<file path="src/amc_defs.vh">
// Register map, field positions and constants of the mode control bank
`ifndef AMC_DEFS_VH
`define AMC_DEFS_VH
// ============================================================
// Register addresses (7-bit)
`define AMC_ADDR_SOFT_RESET 7'h00
`define AMC_ADDR_CONVERTER 7'h01
`define AMC_ADDR_UNUSED 7'h02
`define AMC_ADDR_CLOCK 7'h03
`define AMC_ADDR_OUTPUT_MODE 7'h04
`define AMC_ADDR_DATA_FORMAT 7'h05
// ============================================================
// Reset values and writable masks
`define AMC_RESET_VALUE 8'h00
`define AMC_MASK_CONVERTER 8'h0E
`define AMC_MASK_CLOCK 8'h3F
`define AMC_MASK_OUTPUT_MODE 8'h7D
`define AMC_MASK_DATA_FORMAT 8'h3F
// ============================================================
// Field positions
`define AMC_SOFT_RESET_BIT 7
`define AMC_GAIN_BIT 3
`define AMC_DITHER_OFF_BIT 2
`define AMC_POWER_DOWN_BIT 1
`define AMC_ENC_TERM_BIT 5
`define AMC_KEEPALIVE_BIT 4
`define AMC_OUTCLK_INV_BIT 3
`define AMC_PHASE_HI 2
`define AMC_PHASE_LO 1
`define AMC_DCS_BIT 0
`define AMC_CURRENT_HI 6
`define AMC_CURRENT_LO 4
`define AMC_TERM_BIT 3
`define AMC_HIZ_BIT 2
`define AMC_CMOS_BIT 0
`define AMC_TEST_HI 5
`define AMC_TEST_LO 3
`define AMC_ABP_BIT 2
`define AMC_SCRAMBLER_EN_BIT 1
`define AMC_TWOS_BIT 0
// ============================================================
// Test pattern codes
`define AMC_TP_OFF 3'h0
`define AMC_TP_ZEROS 3'h1
`define AMC_TP_ONES 3'h3
`define AMC_TP_CHECKER 3'h5
`define AMC_TP_ALTERNATE 3'h7
`define AMC_CHECKER_A 17'h15555
`define AMC_CHECKER_B 17'h0AAAA
`define AMC_ODD_MASK 16'hAAAA
// ============================================================
// Frame layout
`define AMC_FRAME_BITS 5'h10
`endif

</file>
<file path="src/amc_mode_regs.v">
// Mode control register bank with serial port and output formatter
// Function
// Reset bit clears all registers, self-clears
// Reset register write-only, reads zero
// Address 02h and unused bits read zero
// Bit 3 of 01h selects gain
// Bit 2 of 01h turns dither off
// Bit 1 of 01h powers converter down
// Bit 5 of 03h connects encode termination
// Bit 4 of 03h disables keep-alive oscillator
// Bit 3 of 03h inverts forwarded clock
// Bits 2:1 of 03h set clock delay
// Host enables stabilizer with nonzero delay
// Bit 0 of 03h enables duty stabilizer
// Bits 6:4 of 04h select driver current
// Bit 3 of 04h doubles current, terminates
// Bit 2 of 04h puts outputs high-impedance
// Bit 0 of 04h selects CMOS output
// Bits 5:3 of 05h select test pattern
// Checkerboard and alternating swap each sample
// Host uses only defined pattern codes
// Bit 2 of 05h enables alternate polarity
// Bit 1 of 05h enables randomizer
// Bit 0 of 05h selects two's complement
// Alternate polarity inverts odd data bits
// 16-bit frame: read flag, address, data
// Test pattern overrides all other formatting
`timescale 1ns/100ps
`include "amc_defs.vh"

module amc_mode_regs (
    // Clock, reset, enable
    input wire clk_in,
    input wire rst_n_in,
    input wire clk_en_in,
    // Serial port pins
    input wire spi_cs_n_in,
    input wire spi_sck_in,
    input wire spi_sdi_in,
    output reg spi_sdo_out,
    output reg spi_sdo_oe_out,
    // Sample stream
    input wire sample_valid_in,
    input wire [15:0] sample_data_in,
    input wire sample_overflow_in,
    input wire [15:0] scramble_data_in,
    output reg [15:0] out_data_out,
    output reg overflow_bit_out,
    // Analog and clock controls
    output reg gain_select_out,
    output reg dither_off_n_out,
    output reg power_down_out,
    output reg encode_term_en_out,
    output reg keepalive_osc_off_out,
    output reg outclk_invert_out,
    output reg [1:0] outclk_phase_delay_out,
    output reg duty_stabilizer_en_out,
    // Output driver controls
    output reg [2:0] driver_current_sel_out,
    output reg output_term_en_out,
    output reg output_hiz_out,
    output reg cmos_mode_out,
    // Formatting controls
    output reg [2:0] test_pattern_sel_out,
    output reg alt_polarity_en_out,
    output reg scrambler_en_out,
    output reg signed_format_sel_out
);

    // ============================================================
    // Register readback decode
    function [7:0] amc_read;
        input [6:0] addr;
        input [7:0] conv;
        input [7:0] clkr;
        input [7:0] outm;
        input [7:0] fmt;
        begin
            case (addr)
                `AMC_ADDR_CONVERTER: amc_read = conv;
                `AMC_ADDR_CLOCK: amc_read = clkr;
                `AMC_ADDR_OUTPUT_MODE: amc_read = outm;
                `AMC_ADDR_DATA_FORMAT: amc_read = fmt;
                default: amc_read = 8'h00; // 00h, 02h, unmapped
            endcase
        end
    endfunction

    // ============================================================
    // Pin synchronisers
    reg [2:0] sync1_q;
    reg [2:0] sync2_q;
    reg sck_prev_q;
    wire cs_n_s = sync2_q[2];
    wire sck_s = sync2_q[1];
    wire sdi_s = sync2_q[0];
    wire sck_rise = sck_s & ~sck_prev_q;
    wire sck_fall = ~sck_s & sck_prev_q;

    // Two stages before any logic, edge detect only on stage two
    always @(posedge clk_in) begin
        if (!rst_n_in) begin
            sync1_q <= 3'h4; // CS high, SCK low: no false edge after reset
            sync2_q <= 3'h4;
            sck_prev_q <= 1'b0;
        end else if (clk_en_in) begin
            sync1_q <= {spi_cs_n_in, spi_sck_in, spi_sdi_in};
            sync2_q <= sync1_q;
            sck_prev_q <= sync2_q[1];
        end
    end

    // ============================================================
    // Frame shifter
    reg [4:0] bit_cnt_q;
    reg [14:0] shift_q;
    reg read_q;
    reg [7:0] rd_shift_q;
    reg [7:0] conv_q;
    reg [7:0] clk_q;
    reg [7:0] outm_q;
    reg [7:0] fmt_q;

    wire in_frame = ~cs_n_s;
    wire last_bit = sck_rise & in_frame & (bit_cnt_q == `AMC_FRAME_BITS - 5'h01);
    wire [15:0] frame = {shift_q, sdi_s};
    wire wr_strobe = last_bit & ~frame[15]; // Reads never update
    wire [6:0] wr_addr = frame[14:8];
    wire [7:0] wr_data = frame[7:0];
    wire soft_reset = wr_strobe & (wr_addr == `AMC_ADDR_SOFT_RESET) & wr_data[`AMC_SOFT_RESET_BIT];

    // Count 16 rising edges; later edges ignored until CS rises
    always @(posedge clk_in) begin
        if (!rst_n_in) begin
            bit_cnt_q <= 5'h00;
            shift_q <= 15'h0000;
            read_q <= 1'b0;
            rd_shift_q <= 8'h00;
        end else if (clk_en_in) begin
            if (!in_frame) begin
                bit_cnt_q <= 5'h00;
                read_q <= 1'b0;
            end else if (sck_rise && bit_cnt_q < `AMC_FRAME_BITS) begin
                bit_cnt_q <= bit_cnt_q + 5'h01;
                shift_q <= {shift_q[13:0], sdi_s};
                // After address byte, load readback data
                if (bit_cnt_q == 5'h07) begin
                    read_q <= shift_q[6];
                    rd_shift_q <= amc_read({shift_q[5:0], sdi_s}, conv_q, clk_q, outm_q, fmt_q);
                end else if (bit_cnt_q > 5'h07) begin
                    rd_shift_q <= {rd_shift_q[6:0], 1'b0};
                end
            end
        end
    end

    // Open-drain readback: drive low only for zero bits; first bit once the address byte is in, the rest on SCK fall
    always @(posedge clk_in) begin
        if (!rst_n_in) begin
            spi_sdo_out <= 1'b0;
            spi_sdo_oe_out <= 1'b0;
        end else if (clk_en_in) begin
            if (!in_frame || !read_q) begin
                spi_sdo_oe_out <= 1'b0;
            end else if (sck_fall || bit_cnt_q == 5'h08) begin
                spi_sdo_oe_out <= ~rd_shift_q[7] & (bit_cnt_q < `AMC_FRAME_BITS);
            end
        end
    end

    // ============================================================
    // Control registers; soft reset clears every one
    // The reset bit is never stored, so it reads back zero
    always @(posedge clk_in) begin
        if (!rst_n_in) begin
            conv_q <= `AMC_RESET_VALUE;
            clk_q <= `AMC_RESET_VALUE;
            outm_q <= `AMC_RESET_VALUE;
            fmt_q <= `AMC_RESET_VALUE;
        end else if (clk_en_in) begin
            if (soft_reset) begin
                conv_q <= `AMC_RESET_VALUE;
                clk_q <= `AMC_RESET_VALUE;
                outm_q <= `AMC_RESET_VALUE;
                fmt_q <= `AMC_RESET_VALUE;
            end else if (wr_strobe) begin
                // Masks keep unused bits at zero
                case (wr_addr)
                    `AMC_ADDR_CONVERTER: conv_q <= wr_data & `AMC_MASK_CONVERTER;
                    `AMC_ADDR_CLOCK: clk_q <= wr_data & `AMC_MASK_CLOCK;
                    `AMC_ADDR_OUTPUT_MODE: outm_q <= wr_data & `AMC_MASK_OUTPUT_MODE;
                    `AMC_ADDR_DATA_FORMAT: fmt_q <= wr_data & `AMC_MASK_DATA_FORMAT;
                    default: conv_q <= conv_q;
                endcase
            end
        end
    end

    // ============================================================
    // Control outputs, one flop behind the registers
    always @(posedge clk_in) begin
        if (!rst_n_in) begin
            gain_select_out <= 1'b0;
            dither_off_n_out <= 1'b0;
            power_down_out <= 1'b0;
            encode_term_en_out <= 1'b0;
            keepalive_osc_off_out <= 1'b0;
            outclk_invert_out <= 1'b0;
            outclk_phase_delay_out <= 2'h0;
            duty_stabilizer_en_out <= 1'b0;
            driver_current_sel_out <= 3'h0;
            output_term_en_out <= 1'b0;
            output_hiz_out <= 1'b0;
            cmos_mode_out <= 1'b0;
            test_pattern_sel_out <= 3'h0;
            alt_polarity_en_out <= 1'b0;
            scrambler_en_out <= 1'b0;
            signed_format_sel_out <= 1'b0;
        end else if (clk_en_in) begin
            gain_select_out <= conv_q[`AMC_GAIN_BIT];
            dither_off_n_out <= conv_q[`AMC_DITHER_OFF_BIT];
            power_down_out <= conv_q[`AMC_POWER_DOWN_BIT];
            encode_term_en_out <= clk_q[`AMC_ENC_TERM_BIT];
            keepalive_osc_off_out <= clk_q[`AMC_KEEPALIVE_BIT];
            outclk_invert_out <= clk_q[`AMC_OUTCLK_INV_BIT];
            // Delay code passed as is; stabilizer is the host's duty
            outclk_phase_delay_out <= clk_q[`AMC_PHASE_HI:`AMC_PHASE_LO];
            duty_stabilizer_en_out <= clk_q[`AMC_DCS_BIT];
            driver_current_sel_out <= outm_q[`AMC_CURRENT_HI:`AMC_CURRENT_LO];
            output_term_en_out <= outm_q[`AMC_TERM_BIT];
            output_hiz_out <= outm_q[`AMC_HIZ_BIT];
            cmos_mode_out <= outm_q[`AMC_CMOS_BIT];
            test_pattern_sel_out <= fmt_q[`AMC_TEST_HI:`AMC_TEST_LO];
            alt_polarity_en_out <= fmt_q[`AMC_ABP_BIT];
            scrambler_en_out <= fmt_q[`AMC_SCRAMBLER_EN_BIT];
            signed_format_sel_out <= fmt_q[`AMC_TWOS_BIT];
        end
    end

    // ============================================================
    // Sample formatter
    reg phase_q;
    reg [16:0] fmt_word;
    reg [15:0] norm;
    wire [2:0] tp = fmt_q[`AMC_TEST_HI:`AMC_TEST_LO];

    // Pattern first, else two's comp, randomizer, polarity
    always @* begin
        norm = sample_data_in;
        if (fmt_q[`AMC_TWOS_BIT]) begin
            norm = {~norm[15], norm[14:0]};
        end
        if (fmt_q[`AMC_SCRAMBLER_EN_BIT]) begin
            norm = norm ^ scramble_data_in;
        end
        if (fmt_q[`AMC_ABP_BIT]) begin
            norm = norm ^ `AMC_ODD_MASK; // Odd bits only, overflow untouched
        end
        case (tp)
            `AMC_TP_ZEROS: fmt_word = 17'h00000;
            `AMC_TP_ONES: fmt_word = 17'h1FFFF;
            `AMC_TP_CHECKER: fmt_word = phase_q ? `AMC_CHECKER_B : `AMC_CHECKER_A;
            `AMC_TP_ALTERNATE: fmt_word = phase_q ? 17'h1FFFF : 17'h00000;
            // Undefined codes fall back to normal data
            default: fmt_word = {sample_overflow_in, norm};
        endcase
    end

    // Pattern phase flips on every sample
    always @(posedge clk_in) begin
        if (!rst_n_in) begin
            phase_q <= 1'b0;
            out_data_out <= 16'h0000;
            overflow_bit_out <= 1'b0;
        end else if (clk_en_in && sample_valid_in) begin
            phase_q <= ~phase_q;
            out_data_out <= fmt_word[15:0];
            overflow_bit_out <= fmt_word[16];
        end
    end

endmodule

</file>
<file path="config.mk">
export PLATFORM = sky130hd
export DESIGN_NAME = amc_mode_regs
export DESIGN_NICKNAME = d
export VERILOG_FILES = /design/src/amc_mode_regs.v
export VERILOG_INCLUDE_DIRS = /design/src
export SDC_FILE = /design/constraint.sdc
export NUM_CORES = 1
export LEC_CHECK = 0
export BUFFER_PORTS_ARGS = -buffer_cell sky130_fd_sc_hd__clkbuf_2
export CAP_MARGIN = 0
export CELL_PAD_IN_SITES_DETAIL_PLACEMENT = 0
export CELL_PAD_IN_SITES_GLOBAL_PLACEMENT = 1
export CORE_MARGIN = 3
export CORE_UTILIZATION = 42
export DETAILED_ROUTE_END_ITERATION = 6
export PLACE_DENSITY_LB_ADDON = 0.1
export SLEW_MARGIN = 0
export SYNTH_ARGS = -nofsm -noshare
export SYNTH_HDL_FRONTEND = slang
export SYNTH_SLANG_ARGS = --single-unit
</file>
<file path="constraint.sdc">
create_clock -name clk_in -period 2.7 [get_ports clk_in]
set_input_delay 0.27 -clock clk_in [delete_from_list [all_inputs] [get_ports clk_in]]
set_output_delay 0.27 -clock clk_in [all_outputs]
set_load 0.1 [all_outputs]
</file>
==> summary.md <==
| Metric | Value |
|---|---|
| Fin nets | 597 |
| Setup TNS | 0 ns |
| Final worst-path cycle share | 89.8% |
| Clock Sink Count | 97 |
| Initial antenna violation count | 0 |
| Worst-path cell chain | ha_1 -> and3_1 -> ha_1 -> nor4b_2 -> o2111ai_1 -> nand3_1 -> o21ai_0 |
| Post-CTS setup buffer count | 0 |
| Worst-Margin Slew | 0.964 ns |
| Number of routed nets with antenna violations | 0 |
| Share of cells above drive strength 1 | 21.8% |
| Clock Tree Root | clkbuf_8 |
| Initial Utilization | 43.3% |
| Post-synthesis sequential area ratio | 43.4% |
| Total die area | 0.0119 sq mm |
| Post-DP Area | 0.00493 sq mm |
| RD Place Congestion | 0.786 |
| Min cycle time layout | 2.42 ns |
| Finished Core Util | 49.7% |
| CP dominant cell by count | ha_1 |
| Post-Syn Area | 0.00447 sq mm |
| CORE AREA | 0.0103 sq mm |
| Worst stage delay on the critical path | 0.52 ns |
| Antenna Cells | 0 |
| Cell with the most instances after synthesis | dfxtp_1 |
| CTS hold repair buffers | 0 |
| Syn Area/Cell | 9.09 sq um |
| Area grow syn2layout | 14.7% |
| Final Hold Vio Count | 0 |
| Num CTS Buffers | 9 |
| Rel. slew slack | 35.8% |
| Crit-path slowest cell | o2111ai_1 |
| Worst-path clk slew | 0.10 ns |
| Slew Limit Fails | 0 |
| Lkg Pwr | 0.00201 uW |
| Final std cells w/o fill | 695 |
| Peak Freq | 412 MHz |
| Final setup vio count | 0 |
| Syn nets | 535 |
| CTS tree | yes |
| WL/cell | 14.7 microns |
| Yosys cell types | 51 |
| R2R cell count | 7 |
| Post-DP HPWL | 7.33 mm |
| Latest clock arrival within the worst-skew pair | 0.37 ns |
| Top_reg_cell synth | dfxtp_1 |
| Register Area | 0.00194 sq mm |
| Pwr dens | 526 mW/mm^2 |
| Hold depth | 3 |
| Top Ports | 80 |
| DRC | 0 |
| Pint | 1900 uW |
| Area contributors post-synth | dfxtp_1 (43%), mux2i_1 (7.2%), o21ai_0 (5.7%), nand2_1 (5.5%), nor2b_1 (4.3%) |
| GRT Util Overall | 17.7% |
| Comb power frac | 10.9% |
| I/O Buffers | 78 |
| P_sw | 792 uW |
| H-Tree Depth | 3 |
| Flops & latches, synth | 97 |
| Finished layout cell area | 0.00513 sq mm |
| Vias per cell | 5.13 |
| Die Span Y | 109 microns |
| Hold WC Path Type | in -> reg |
| CP Launch Type | register |
| Most frequent cells after synthesis | dfxtp_1 (97), nand2_1 (65), o21ai_0 (51) |
| Mapped Cells | 492 |
| Run status | finished clean |
| # rows | 37 |
| Vias in the first global route | 3318 |
| Worst-case clock buffer depth | 2 |
| Die W | 109 microns |
| First-pass GRT wire length | 16.8 mm |
| Area leader, netlist | dfxtp_1 |
| Total grt overflow | 0 |
| Power share of the sequential group | 54.4% |
| Pin count of the biggest net entering global routing | 52 |
| Fillers | 972 |
| Switching Fraction | 29.4% |
| CP arrival | 2.64 ns |
| CP Capture Type | register |
| Placed cell count | 679 |
| Max VDD drop | 0.000285 V |
| Worst Path Required | 2.92 ns |
| Post-synth EDFFs | 0 |
| 1st-iter DRT viols | 145 |
| RSZ-0062 raised after global routing | no |
| Vias | 3568 |
| Clock skew | 0.0157 ns |
| Detailed Route WL | 10.2 mm |
| Yosys warns | 0 |
| Post-CTS sizing | 0 |
| Top cell type's share of synthesized area | 43.4% |
| Async SR Flop Fraction | 0% |
| First-pass iteration count of the detailed router | 4 |
| Multi-input gate area | 0.00234 sq mm |
| Max FO, Critical Path | 12 |
| Clk pwr share | 34.7% |
| MaxCap Viol Count | 0 |
| Kind of critical path | reg -> reg |
cell usage in the layout, fill, tap and decap left out, types with 5 or more instances in the layout:
cell / n
o21ai_0: 51
nand2b_1: 9
dfxtp_1: 97
buf_4: 9
inv_1: 5
a31oi_1: 5
and2_1: 7
nand2_1: 65
clkbuf_8: 9
o221a_2: 9
xnor2_1: 15
a21boi_1: 10
nor2_1: 12
o211a_1: 8
mux2i_1: 32
xor2_1: 10
nand3_1: 30
nor2b_1: 31
clkbuf_2: 78
a21boi_0: 7
nor3b_1: 6
critical path, delay by kind of cell (launching register included):
family	cells	cell delay [ns]
AO/OA/AOI/OAI	2	0.63
flip-flops	1	0.40
AND/OR/NAND/NOR	3	0.86
adder cells (fa/ha/maj)	2	0.39
per-layer routing:
layer / global-route usage, % / wire length, microns / up-vias / share of wire (%)
li1: - / - / 1840 / -
met1: 24.8 / 5010 / 1631 / 49
met2: 27.9 / 4580 / 88 / 45
met3: 2.90 / 516 / 9 / 5.1
met4: 5.34 / 100 / 0 / 0.98
met5: 0 / 0 / - / 0
cell families (layout without fill, tap and decap cells):
kind of cell    Yosys count  count (layout)  synth area share [%]
simple gates            177             177                  20.7
compound gates          115             115                  18.1
flops                    97              97                  43.4
buf+inv                  41             108                  4.20
mux                      32              32                  7.16
xor+xnor                 26              26                  5.40
fa+ha+maj                 3               3                 0.840
other cells               1               1                0.0839
sequential cells by signal (all words and copies together) (netlist names), 2 cells and up:
| signal | count |
|---|---|
| shift_q | 15 |
| conv_q | 3 |
| bit_cnt_q | 5 |
| test_pattern_sel_out | 3 |
| outm_q | 6 |
| fmt_q | 6 |
| sync2_q | 3 |
| sync1_q | 3 |
| driver_current_sel_out | 3 |
| outclk_phase_delay_out | 2 |
| out_data_out | 16 |
| rd_shift_q | 8 |
| clk_q | 6 |
stage by stage:
stage	power [uW]	setup WS [ns]	hold slack, ns
CTS	2720	0.286	0.110
global placement	1790	0.413	0.447
finish	2700	0.275	0.122
global route	2810	0.0519	0.146
floorplan	1730	0.803	0.398
detailed placement	1800	0.318	0.451
power by group through the flow:
stage	logic, uW	registers [uW]	clock network, uW
floorplan	112	1620	0
global placement	296	1500	0
detailed placement	298	1500	0
CTS	299	1470	959
global route	316	1470	1020
finish	295	1470	935
cell type report:
cell class	instances	area share, %
Clock inverter	7	1.44
Multi-Input combinational cell	354	45.7
Tap cell	136	3.32
Sequential cell	97	37.9
Timing Repair Buffer	87	8.93
Inverter	5	0.366
Clock buffer	9	2.42
path summary, 6_finish.rpt:
check / from / to / slack, ns
max: bit_cnt_q[0] / fmt_q[5] / 0.28
min reg2reg: rd_shift_q[0] / rd_shift_q[0] / 0.47
min: spi_cs_n_in / sync1_q[2] / 0.12
max reg2reg: bit_cnt_q[0] / fmt_q[5] / 0.28
(Power assumes the default switching activity.)
